$ cat src/bhc_pkg.sv
// shared types and constants of the bus release and halt control block
// assumes one 250 MHz system clock and a core sequencer on the same clock
`default_nettype none

package bhc_pkg;

    // system clock and processor cycle timing
    localparam int BHC_SYS_CLK_MHZ = 250;
    localparam int BHC_CPU_CYCLE_NS = 1000;
    localparam int BHC_CYC_CLKS = BHC_CPU_CYCLE_NS * BHC_SYS_CLK_MHZ / 1000;
    localparam logic [7:0] BHC_CYC_LAST = 8'(BHC_CYC_CLKS - 1);
    localparam logic [7:0] BHC_PH1_LAST = 8'(BHC_CYC_CLKS / 2 - 1);
    localparam logic [7:0] BHC_PH2_FIRST = 8'(BHC_CYC_CLKS / 2 + 1);
    localparam logic [7:0] BHC_PH2_LAST = 8'(BHC_CYC_CLKS - 2);

    // restart vector locations
    localparam logic [15:0] BHC_VEC_HI_ADDR = 16'hFFFE;
    localparam logic [15:0] BHC_VEC_LO_ADDR = 16'hFFFF;

    typedef enum logic [2:0] {
        BHC_ST_RESET,
        BHC_ST_VEC_HI,
        BHC_ST_VEC_LO,
        BHC_ST_RUN,
        BHC_ST_HALTED
    } bhc_state_e;

    // pin side drive of the system bus
    typedef struct packed {
        logic [15:0] addr;
        logic addr_oe;
        logic rw;
        logic rw_oe;
        logic [7:0] data;
        logic data_oe;
        logic address_valid_strobe;
        logic bus_available;
    } bhc_bus_s;

    // access the core sequencer asks for in the current cycle
    typedef struct packed {
        logic [15:0] addr;
        logic rw;
        logic valid_access;
        logic [7:0] wdata;
        logic last_cycle;
    } bhc_core_req_s;

    localparam bhc_bus_s BHC_BUS_RESET = '{
        addr: BHC_VEC_HI_ADDR, addr_oe: 1'b1, rw: 1'b1, rw_oe: 1'b1,
        data: 8'h00, data_oe: 1'b0, address_valid_strobe: 1'b0,
        bus_available: 1'b0};

endpackage

`default_nettype wire

$ cat src/bhc_bus_control.sv
// bus release, halt, single step and restart control of the processor
// assumes pins arrive asynchronous; core request and acks on sys_clk
`default_nettype none

module bhc_bus_control
    import bhc_pkg::*;
(
    input wire logic sys_clk,
    input wire logic nrst,
    input wire logic bus_float_request,
    input wire logic halt_n,
    input wire logic cpu_reset_n,
    input wire logic nmi_n,
    input wire logic irq_n,
    input wire logic data_drive_enable,
    input wire logic [7:0] data_in,
    input wire bhc_core_req_s core_req,
    input wire logic nmi_ack,
    input wire logic irq_ack,
    output bhc_bus_s bus_out,
    output logic phase1,
    output logic phase2,
    output logic cycle_step,
    output logic nmi_pending,
    output logic irq_pending,
    output logic [15:0] start_vector,
    output logic start_vector_valid
);

    typedef struct packed {
        bhc_state_e st;
        logic [7:0] div;
        logic [1:0] float_ff;
        logic [1:0] halt_ff;
        logic [1:0] rst_ff;
        logic [1:0] nmi_ff;
        logic [1:0] irq_ff;
        logic [1:0] dde_ff;
        logic [7:0] din_ff1;
        logic [7:0] din_ff2;
        logic float_prev;
        logic nmi_prev;
        logic halt_take;
        logic dead;
        logic nmi_pend;
        logic irq_pend;
        logic step;
        logic ph1;
        logic ph2;
        logic [15:0] vec;
        logic vec_valid;
        bhc_bus_s bus;
    } bhc_regs_s;

    localparam bhc_regs_s BHC_REGS_RESET = '{
        st: BHC_ST_RESET, div: 8'h00, float_ff: 2'h0, halt_ff: 2'h3,
        rst_ff: 2'h0, nmi_ff: 2'h3, irq_ff: 2'h3, dde_ff: 2'h0,
        din_ff1: 8'h00, din_ff2: 8'h00, float_prev: 1'b0, nmi_prev: 1'b1,
        halt_take: 1'b0, dead: 1'b0, nmi_pend: 1'b0, irq_pend: 1'b0,
        step: 1'b0, ph1: 1'b1, ph2: 1'b0, vec: 16'h0000,
        vec_valid: 1'b0, bus: BHC_BUS_RESET};

    bhc_regs_s q;
    bhc_regs_s d;

    logic fl;
    logic halt_hi;
    logic boundary;
    logic ph1_trail;
    logic nmi_edge;

    always_comb begin
        d = q;
        d.step = 1'b0;
        d.vec_valid = 1'b0;
        // two-stage synchronisers on every pin
        d.float_ff = {q.float_ff[0], bus_float_request};
        d.halt_ff = {q.halt_ff[0], halt_n};
        d.rst_ff = {q.rst_ff[0], cpu_reset_n};
        d.nmi_ff = {q.nmi_ff[0], nmi_n};
        d.irq_ff = {q.irq_ff[0], irq_n};
        d.dde_ff = {q.dde_ff[0], data_drive_enable};
        d.din_ff1 = data_in;
        d.din_ff2 = q.din_ff1;
        fl = q.float_ff[1];
        halt_hi = q.halt_ff[1];
        boundary = (q.div == BHC_CYC_LAST);
        ph1_trail = (q.div == BHC_PH1_LAST);
        nmi_edge = q.nmi_prev && !q.nmi_ff[1];
        d.nmi_prev = q.nmi_ff[1];
        d.float_prev = fl;

        // phase enables, gaps between them keep them apart
        d.div = boundary ? 8'h00 : q.div + 8'h01;
        d.ph1 = (d.div <= BHC_PH1_LAST);
        d.ph2 = (d.div >= BHC_PH2_FIRST) && (d.div <= BHC_PH2_LAST);

        // interrupt latches, a new event beats the acknowledge
        d.nmi_pend = nmi_edge || (q.nmi_pend && !nmi_ack);
        d.irq_pend = !q.irq_ff[1] ||
            (q.irq_pend && q.st == BHC_ST_HALTED && !irq_ack);

        // float release leaves one dead cycle
        if (q.float_prev && !fl) begin
            d.dead = 1'b1;
        end

        // halt decision at the trailing edge of phase one
        if (ph1_trail && !fl) begin
            if (q.st == BHC_ST_HALTED) begin
                d.halt_take = !halt_hi;
            end else if (q.st == BHC_ST_RUN && core_req.last_cycle) begin
                d.halt_take = !halt_hi;
            end
        end

        if (boundary) begin
            if (!q.rst_ff[1]) begin
                d.st = BHC_ST_RESET;
                d.dead = 1'b0;
                d.halt_take = 1'b0;
            end else if (!fl) begin
                unique case (q.st)
                    BHC_ST_RESET: begin
                        d.st = BHC_ST_VEC_HI;
                    end
                    BHC_ST_VEC_HI: begin
                        d.vec[15:8] = q.din_ff2;
                        d.st = BHC_ST_VEC_LO;
                    end
                    BHC_ST_VEC_LO: begin
                        d.vec[7:0] = q.din_ff2;
                        d.vec_valid = 1'b1;
                        d.st = BHC_ST_RUN;
                    end
                    BHC_ST_RUN: begin
                        if (q.dead) begin
                            d.dead = 1'b0;
                        end else begin
                            d.step = 1'b1;
                            if (q.halt_take) begin
                                d.st = BHC_ST_HALTED;
                            end
                        end
                    end
                    BHC_ST_HALTED: begin
                        d.dead = 1'b0;
                        if (!q.halt_take) begin
                            d.st = BHC_ST_RUN;
                        end
                    end
                endcase
            end
        end

        // bus drive from the state now being entered
        d.bus = BHC_BUS_RESET;
        d.bus.addr_oe = !fl && d.st != BHC_ST_HALTED;
        d.bus.rw_oe = !fl && d.st != BHC_ST_HALTED;
        d.bus.bus_available = !fl && d.st == BHC_ST_HALTED;
        unique case (d.st)
            BHC_ST_RESET: begin
                d.bus.addr = BHC_VEC_HI_ADDR;
            end
            BHC_ST_VEC_HI: begin
                d.bus.addr = BHC_VEC_HI_ADDR;
                d.bus.address_valid_strobe = !fl;
            end
            BHC_ST_VEC_LO: begin
                d.bus.addr = BHC_VEC_LO_ADDR;
                d.bus.address_valid_strobe = !fl;
            end
            BHC_ST_RUN: begin
                d.bus.addr = core_req.addr;
                d.bus.rw = core_req.rw;
                d.bus.data = core_req.wdata;
                d.bus.address_valid_strobe =
                    core_req.valid_access && !fl && !d.dead;
                d.bus.data_oe = q.dde_ff[1] && core_req.valid_access &&
                    !core_req.rw && !fl && !d.dead;
            end
            BHC_ST_HALTED: begin
                d.bus.addr = core_req.addr;
            end
        endcase
    end

    always_ff @(posedge sys_clk or negedge nrst) begin
        if (!nrst) begin
            q <= BHC_REGS_RESET;
        end else begin
            q <= d;
        end
    end

    assign bus_out = q.bus;
    assign phase1 = q.ph1;
    assign phase2 = q.ph2;
    assign cycle_step = q.step;
    assign nmi_pending = q.nmi_pend;
    assign irq_pending = q.irq_pend;
    assign start_vector = q.vec;
    assign start_vector_valid = q.vec_valid;
endmodule

`default_nettype wire

$ cat config.mk
export PLATFORM = sky130hd
export DESIGN_NAME = bhc_bus_control
export DESIGN_NICKNAME = d
export VERILOG_FILES = /design/src/bhc_pkg.sv /design/src/bhc_bus_control.sv
export SDC_FILE = /design/constraint.sdc
export NUM_CORES = 1
export LEC_CHECK = 0
export BUFFER_PORTS_ARGS = -buffer_cell sky130_fd_sc_hd__buf_2
export CORE_UTILIZATION = 47
export CTS_CLUSTER_DIAMETER = 80
export DETAILED_ROUTE_END_ITERATION = 7
export MAX_ROUTING_LAYER = met4
export PLACE_DENSITY = 0.85
export SYNTH_ARGS = -nofsm -noshare
export SYNTH_HDL_FRONTEND = slang
export SYNTH_SLANG_ARGS = --single-unit
$ cat constraint.sdc
create_clock -name sys_clk -period 2.1 [get_ports sys_clk]
set_clock_uncertainty 0.05 [all_clocks]
set_input_delay 0.42 -clock sys_clk [delete_from_list [all_inputs] [get_ports sys_clk]]
set_output_delay 0.42 -clock sys_clk [all_outputs]
set_load 0.05 [all_outputs]
## Yosys cells after proc, flatten, opt, wreduce, memory -nomap -nowiden

Index checks and enable logic that the tools add are counted.

- Memories kept: 0
- Flip-flop bits (word level): 94
- Latch bits: 0
- Memory bits (writable): 0
- Output and inout bits: 52
- ROM bits: 0

- Reduce and logical (&&, ||, !) cells: 33
- Div/mod/pow operators: 0
- Shift operators: 0
- Eq/ne operators: 11
- Add/sub/neg operators: 1
- $mul: 0
- Bitwise gates (word level): 1
- Muxes and demuxes: 31
- Magnitude comparators: 3

Operators with widths:

| kind | number |
|---|---|
| 16-bit one-hot mux with 3 select lines | 1 |
| 1-bit two-way mux | 18 |
| 3-bit two-way mux | 6 |
| 1-bit logical AND | 16 |
| 3-bit one-hot mux with 5 select lines | 1 |
| 3-bit by 2-bit equality test with 1-bit output, second input constant | 4 |
| 9-bit two-way mux | 1 |
| 8-bit by 1-bit adder with 8-bit output, second input constant | 1 |
| 8-bit by 7-bit equality test with 1-bit output, second input constant | 1 |
| 8-bit equality test, second input constant | 1 |
| 8-bit by 7-bit greater-or-equal comparator with 1-bit output, second input constant | 1 |
| 8-bit by 7-bit <= comparator with 1-bit output, second input constant | 1 |
| 8-bit <= comparator, second input constant | 1 |
| 1-bit logical NOT | 8 |
| 8-bit two-way mux | 1 |
| 4-bit AND reduction | 2 |
| 3-bit by 1-bit equality test with 1-bit output, second input constant | 2 |
| 3-bit equality test, second input constant | 2 |
| 3-bit logical NOT | 2 |
| 2-bit OR reduction | 3 |
| 1-bit one-hot mux with 2 select lines | 2 |
| 3-bit inequality test, second input constant | 1 |
| 1-bit logical OR | 2 |
| 2-bit two-way mux | 1 |
| 1-bit NOT | 1 |

## Longest topological paths before layout

Gate-level depths: netlist of the first run.

- Depth after elaboration: 11
- Gate-level depth with buffers: 11
- Gate-level depth less buffers: 9

## Least setup slack after synthesis of the first run

OpenSTA, ideal clock, no wires.

- Path kind: register to register
- Start: register q[84] (netlist bit)
- End: register q (netlist bit bus_out[15])
- Buffers on the path: 2
- Path slack: -0.097 ns
- Cell stages (with the launch flop): 10
- Required time: 1.968 ns
- Data arrival time: 2.065 ns
- Cells stage by stage: dfrtp_1 > ha_1 > and4b_1 > buf_6 > and3_4 > a32oi_4 > nand4b_4 > a21boi_4 > buf_6 > or2_1

RTL lines:

| what | RTL line | RTL |
|---|---|---|
| from (decl) | bhc_bus_control.sv:63 | `bhc_regs_s q;` |
| from (signal assigned) | bhc_bus_control.sv:190 | `q <= BHC_REGS_RESET;` |
| from (signal assigned) | bhc_bus_control.sv:192 | `q <= d;` |

==> results.md, run 1 <==
* Nets at between 400 and 500
* Die area at between 0.008 and 0.009 sq mm
* Slew Viols, Final at 0
* Final WL at roughly 7.2 mm
* Synthesized area at 0.00383 sq mm
* Post-synth top area share at 45.1%
* Routed wire per std cell at roughly 15 um
* Crit path time final at about 2200 ps
* Inserted Clock Buffers at 9
* Final setup fails at 25
* Post-DRT Antenna Nets at 0
* Final Util at 58.7%
* Via count at 2411
* CP max stage cell: dfrtp_1
* Worst-path clk slew at around 100 ps
* Setup slack after layout at -74.3 ps
* Total chip power at 3.04 mW
* Clock power share at between 30% and 40%
* Sequential share of power at roughly 60%
* Final hold vios at 0
* Crit path DAT at roughly 2400 ps
* Initial core utilization at around 50%
* Pleak at 2.24 nW
* Die W at roughly 92 um
* Crit path cell chain: ha_4 > and4b_2 > and3_4 > a32oi_4 > nand4b_4 > a21boi_4 > buf_12 > or2_1
* Max-Cap Viols at 0
* Router iterations before antenna repair at 4
* Largest net degree at the start of global routing at 50
* H-tree Lvls at 3
* Synth Warn # at 0
* Slew @ Worst Pin at ~400 ps
* Status: complete, but fails checks
* Total core area at 0.00781 sq mm
* Worst-path maximum fanout at 15
* Combinational share of power at 3.8%
* Post-synth EDFFs at 0
* CTS tree: done
* # diodes at 0
* Maximum vdd drop at roughly 0.49 mV
* I/O pins at 97
* Timing-limited maximum frequency at approximately 0.46 GHz
* Synth cell types at 56
* Hold slack at roughly 110 ps
* CTS Root Buffer Type: clkbuf_8
* Maximum clock insertion buffer count at 2
* Mapped Cells at 310
* P&R area growth vs syn at 19.8%
* Place WS at -171 ps
* Worst Hold Class: input port to flop
* Relative slew slack at 73.2%
* Fraction of registers with async set/reset at 100%
* Die Height at between 90 and 100 um
* Post-synthesis sequential area ratio at 62.3%
* Gp weighted congestion at approximately 0.8
* RSZ-0062 raised after global routing: true
* Clock Latency Late Sink at ~350 ps
* Pwr Density at between 600 and 700 mW/mm^2
* Crit end category: flop
* Top cells by area, synth: dfrtp_1 45%, dfstp_2 17%, buf_4 9.0%
* Internal Power at 2.33 mW
* DRC Markers at 0
* Syn Nets at approximately 360
* Post-DP HPWL at between 4 and 5 mm
* Crit path required time at between 2000 and 2500 ps
* Switching pwr at roughly 710 uW
* Commonest register cell after synthesis: dfrtp_1
* Dominant cell type by area after synthesis: dfrtp_1
* Row cnt at 32
* Vias in the first global route at 2503
* Vias per cell at ~4.9
* Startpoint Class: flop
* CP max stage delay at 420 ps
* Initial antenna violation count at 0
* Clock sinks at between 90 and 100
* Layout cell share with drive strength beyond 1 at 50.4%
* Total gr overflow at 0
* Post-synthesis register bit count at 94
* IO Port Bufs at 96
* Failing checks: negative setup slack
* First-pass GRT wire length at between 10 and 15 mm
* Initial DRC count at 96
* Final Cell Area at 0.00459 sq mm
* Switching portion of total power at 23.2%
* Synth Area per Inst at approximately 12 sq um
* DP Area at 0.00418 sq mm
* Total GRT Usage at a little under a fifth
* Final period utilization at 104%
* Crit path kind: flop to flop
## metrics by stage
stage / TNS [ps] / instances
after floorplan: -535 / 310
after global placement: -1190 / 471
after detailed placement: -3330 / 471
after CTS: -400 / 492
after global routing: -3190 / 495
final: -1050 / 495
## power groups by stage
stage	combinational (mW)	clock, mW	sequential, mW
2_1_floorplan	0.0182	0	1.90
3_3_place_gp	0.112	0	1.90
3_5_place_dp	0.116	0	1.90
4_1_cts	0.117	1.09	1.86
5_1_grt	0.130	1.18	1.87
6_report	0.116	1.06	1.86
## what timing repair did
| item | 4_1_cts | 5_1_grt |
|---|---|---|
| gates cloned | 0 | 1 |
| buffers inserted | 4 | 3 |
| endpoints found under the hold margin | 9 | 0 |
| endpoints found under the setup margin | 36 | 36 |
| gates resized for setup | 8 | 24 |
| hold buffers | 1 | 0 |
| pin swaps | 5 | 15 |
## kinds of logic after synthesis
family	share of synthesized area, %
and+or+nand+nor	15.5
DFF	62.3
buffers and inverters	11.4
AOI/OAI and AO/OA	6.54
muxes	2.62
xor gates and xnor gates	0.687
adders and majority gates	0.981
## cell type report
class	instances	area, sq um
fillers	636	3220
flip-flops and latches	94	2380
multi-input cells	150	1150
repair buffers	119	698
clock buffers	10	128
well taps	102	128
inverters	14	52.6
clock inverters	6	46.3
## critical path, delay by kind of cell, from the launching register on
| kind | cells | cell delay, ps |
|---|---|---|
| DFF | 1 | 420 |
| adders and majority gates | 1 | 170 |
| buffers and inverters | 1 | 140 |
| and+or+nand+nor | 4 | 860 |
| AOI/OAI and AO/OA | 2 | 460 |
## routing by layer
| metal | routed length, um | track usage, % | vias up |
|---|---|---|---|
| li1 | - | - | 1140 |
| met1 | 3040 | 20.9 | 1194 |
| met2 | 3760 | 30.8 | 69 |
| met3 | 297 | 4.81 | 8 |
| met4 | 102 | 5.47 | 0 |
| met5 | 0 | - | - |
## Yosys cell counts (all sizes together) (2+ instances only)
cell and number:
dfstp 25, clkbuf 3, nand4b 3, a21o 2, and4b 2, and3 10, a221oi 2, nor3b 2
buf 49, o31a 2, nand3 6, a22o 2, ha 3, o21ai 6, nand2b 3, mux2 8
dfrtp 69, or2 15, a21oi 6, xnor2 2, inv 13, nor2 11, a31oi 3, nand2 33
nor2b 3, and2 5, nand3b 2
## layout by cell type, fill, tap and decap left out, types with 2 or more instances in the layout
master	n
and3_4	9
inv_6	2
nor2_1	10
nor2b_1	3
a31oi_1	3
buf_2	95
and2_1	5
inv_2	2
clkbuf_8	9
a21oi_1	5
or2_1	15
buf_6	4
inv_1	11
nand2_1	33
nand3b_1	2
ha_1	2
buf_12	2
nor3b_2	2
nand4b_1	2
nand3_2	2
o21ai_0	4
xnor2_1	2
nand3_1	3
a21o_1	2
mux2_2	8
dfstp_2	25
nand2b_1	3
clkinvlp_4	2
o31a_1	2
buf_4	17
dfrtp_1	69
## worst paths after layout
path,start,end,slack (ps),depth (start not counted)
min in group asynchronous,nrst,bus_out[3]$_DFF_PN0_,390,2
max in group asynchronous,nrst,bus_out[15]$_DFF_PN1_,950,3
setup / recovery,q[84]$_DFF_PN0_,bus_out[25]$_DFF_PN1_,-70,8
hold reg to reg,d[60]$_DFF_PN0_,q[60]$_DFF_PN0_,290,0
hold / removal,data_in[2],d[58]$_DFF_PN0_,110,1
setup reg to reg,q[84]$_DFF_PN0_,bus_out[25]$_DFF_PN1_,-70,8
## sequential cells by signal, summed over array words and instances (netlist names)
signal,count
bus_out,29
nmi_pending,1
phase2,1
phase1,1
start_vector,16
irq_pending,1
q,26
start_vector_valid,1
halt_hi,1
d,16
cycle_step,1
No activity file was read; power rests on OpenSTA's default activity.
==> run 2: changes to the inputs <==
--- a/config.mk
+++ b/config.mk
@@ -6,11 +6,11 @@
 export NUM_CORES = 1
 export LEC_CHECK = 0
 export BUFFER_PORTS_ARGS = -buffer_cell sky130_fd_sc_hd__buf_2
-export CORE_UTILIZATION = 47
+export CORE_UTILIZATION = 40
 export CTS_CLUSTER_DIAMETER = 80
 export DETAILED_ROUTE_END_ITERATION = 7
 export MAX_ROUTING_LAYER = met4
-export PLACE_DENSITY = 0.85
+export PLACE_DENSITY = 0.75
 export SYNTH_ARGS = -nofsm -noshare
 export SYNTH_HDL_FRONTEND = slang
 export SYNTH_SLANG_ARGS = --single-unit
==> run 2 against run 1 <==
Hold slack worse by 10 ps. Sequential power about the same. Critical endpoint is now bus_out[15]$_DFF_PN1_. Setup slack improved by 49 ps. Via count shrank 1.1%. The run still ends with negative setup slack left. First-iteration DRC count down 6.3%. Combinational power barely moved. Final area increased by 0.44%. Flip-flop and latch count unchanged. Core utilization fell by 8.9 points. Clock power about the same. Critical path type unchanged. Sequential share of layout area decreased by 0.23 points. Maximum frequency up 2.3%.
==> results.md, run 2 (synthesis gave the netlist of run 1 again) <==
* Worst Hold Class: input port to flop
* Die area at 0.00996 sq mm (+17%)
* Router iterations before antenna repair at 4 (unchanged)
* Final Cell Area at 0.00461 sq mm (+0.44%)
* Worst-path maximum fanout at 15 (unchanged)
* Reg2Reg Setup Slack at -30 ps (+50 ps)
* Top delay family on crit path: simple AND/OR/NAND/NOR gates
* Crit path time final at 2130 ps (-49.1 ps)
* Final setup fails at 15 (-40%)
* P&R area growth vs syn at 20.3%
* Final period utilization at 101% (-2.3 points)
* Vias in the first global route at 2373 (-5.2%)
* Layout cell share with drive strength beyond 1 at 48.9% (-1.5 points)
* Slew @ Worst Pin at 367 ps (-34.8 ps)
* Maximum vdd drop at 0.340 mV (-30%)
* Die Height at 99.8 um (+8.2%)
* Maximum clock insertion buffer count at 2 (unchanged)
* Final WL at 7.00 mm (-2.7%)
* WP buf/inv at 1 (unchanged)
* Pwr Density at 661 mW/mm^2 (-0.25%)
* DRC Markers at 0 (unchanged)
* Finished Layout Cells at 522 (+5.5%)
* Crit path cell chain: ha_4 > and4b_2 > and3_4 > a32oi_4 > nand4b_4 > a21boi_4 > buf_12 > or2_1
* Commonest non-fill, non-tap cells in the layout: 95 x buf_2, 69 x dfrtp_1, 32 x nand2_1
* Clock Latency Late Sink at 350 ps (about the same)
* Status: complete, but fails checks
* Startpoint Class: flop
* Die W at 99.8 um (+8.2%)
* Worst-path clk slew at 90 ps (about the same)
* Setup slack after layout at -25.1 ps (+49.1 ps)
* # diodes at 0 (unchanged)
* Post-DP HPWL at 4.83 mm (-2.7%)
* Worst hold path endpoint: d[75]$_DFF_PN1_
* Max-Cap Viols at 0 (unchanged)
* Failing checks: negative setup slack
* Slew Viols, Final at 0 (unchanged)
* Via count at 2384 (-1.1%)
* Post-DRT Antenna Nets at 0 (unchanged)
* Initial core utilization at 41.4% (-7.6 points)
* Total core area at 0.00924 sq mm (+18%)
* RSZ-0062 raised after global routing: true
* Max reg flops at 29 (unchanged)
* Clock sinks at 94 (unchanged)
* Hold path depth at 1 (unchanged)
* Placed cells at 498 (+5.7%)
* First-pass GRT wire length at 11.2 mm (-3.1%)
* IO Port Bufs at 96 (unchanged)
* CP max stage cell: dfrtp_1
* Vias per cell at 4.57 (-6.2%)
* Filler instances at 808 (+27%)
* Register Area at 0.00238 sq mm (unchanged)
* Footprint of the multi-input gates at 0.00114 sq mm (-1.1%)
* Hold Path Origin: irq_n
* DP Area at 0.00421 sq mm (+0.81%)
* Total GRT Usage at 15.2% (-2.9 points)
* Relative slew slack at 75.5% (+2.2 points)
* Inserted Clock Buffers at 9 (unchanged)
* Initial DRC count at 90 (-6.3%)
* Crit end category: flop
* Timing-limited maximum frequency at 0.471 GHz (+2.3%)
* Setup TNS at -277 ps (+773 ps)
* CTS Root Buffer Type: clkbuf_8
* Cells on worst reg2reg path at 8 (unchanged)
* Most common cell after layout, fill and taps aside: buf_2
* CTS tree: done
* I/O pins at 97 (unchanged)
* H-tree Lvls at 3 (unchanged)
* Crit path required time at 2340 ps (about the same)
* Routed wire per std cell at 13.4 um (-7.8%)
* Total gr overflow at 0 (unchanged)
* Initial antenna violation count at 0 (unchanged)
* Crit path kind: flop to flop
* Crit path DAT at 2360 ps (-50 ps)
* Reg2reg end: bus_out[15]$_DFF_PN1_
* Gp weighted congestion at 0.894 (+10%)
* Final hold vios at 0 (unchanged)
* CP max stage delay at 420 ps (about the same)
* Largest net degree at the start of global routing at 54 (+8.0%)
* RR Startpoint: q[84]$_DFF_PN0_
* Pleak at 2.28 nW (+1.5%)
* Place WS at -152 ps (+19.5 ps)
* Nets at 436 (unchanged)
* Row cnt at 35 (+9.4%)
## run 2: how the worst max path moves through the flow
stage | startpoint | depth (start not counted) | slack [ps] | endpoint
final | q[84]$_DFF_PN0_ | 8 | -30 | bus_out[15]$_DFF_PN1_
after global routing | q[89]$_DFF_PN0_ | 7 | -100 | bus_out[15]$_DFF_PN1_
after CTS | q[85]$_DFF_PN0_ | 9 | -10 | bus_out[15]$_DFF_PN1_
after detailed placement | q[85]$_DFF_PN0_ | 8 | -150 | bus_out[15]$_DFF_PN1_
after global placement | q[85]$_DFF_PN0_ | 8 | -70 | bus_out[2]$_DFF_PN0_
after floorplan | q[84]$_DFF_PN0_ | 9 | -50 | bus_out[15]$_DFF_PN1_
## run 2: area by class of cell
cell class	instances	area share, %
clock buffer	12	3.15
clock inverter	4	0.679
tap	129	3.50
multi-input combinational	150	24.7
timing repair buffer	119	15.0
sequential	94	51.8
inverter	14	1.22
## run 2: layer usage
metal	vias to the layer above	track usage (%)	wire length, um
met5	-	-	0
li1	1136	-	-
met2	80	23.9	3530
met1	1156	18.4	3000
met3	12	4.46	377
met4	0	6.22	99
## run 2: power breakdown
group	total (mW)	internal (mW)	switching [mW]
sequential	1.86	1.85	0.0135
combinational	0.114	0.0442	0.0701
clock	1.07	0.468	0.598
## run 2: repair_timing
item,CTS,global route
hold buffers,1,0
resized for setup,9,17
pin swaps,4,11
endpoints found under the hold margin,12,0
endpoints found under the setup margin,35,36
setup buffers,4,4
## run 2: stage by stage
stage          hold WS, ps  power, mW  utilization (%)
2_1_floorplan         74.4       1.92                -
3_3_place_gp           259       2.01             45.6
3_5_place_dp           259       2.01             45.6
4_1_cts               80.0       3.10             48.6
5_1_grt               76.2       3.19             49.8
6_report               102       3.04             49.8
## run 2: worst register-to-register path, delay by kind of cell, from the launching register on
| kind | cells | cell delay, ps |
|---|---|---|
| fa+ha+maj | 1 | 170 |
| simple gates | 4 | 830 |
| flops | 1 | 420 |
| buf+inv | 1 | 140 |
| compound gates | 2 | 460 |
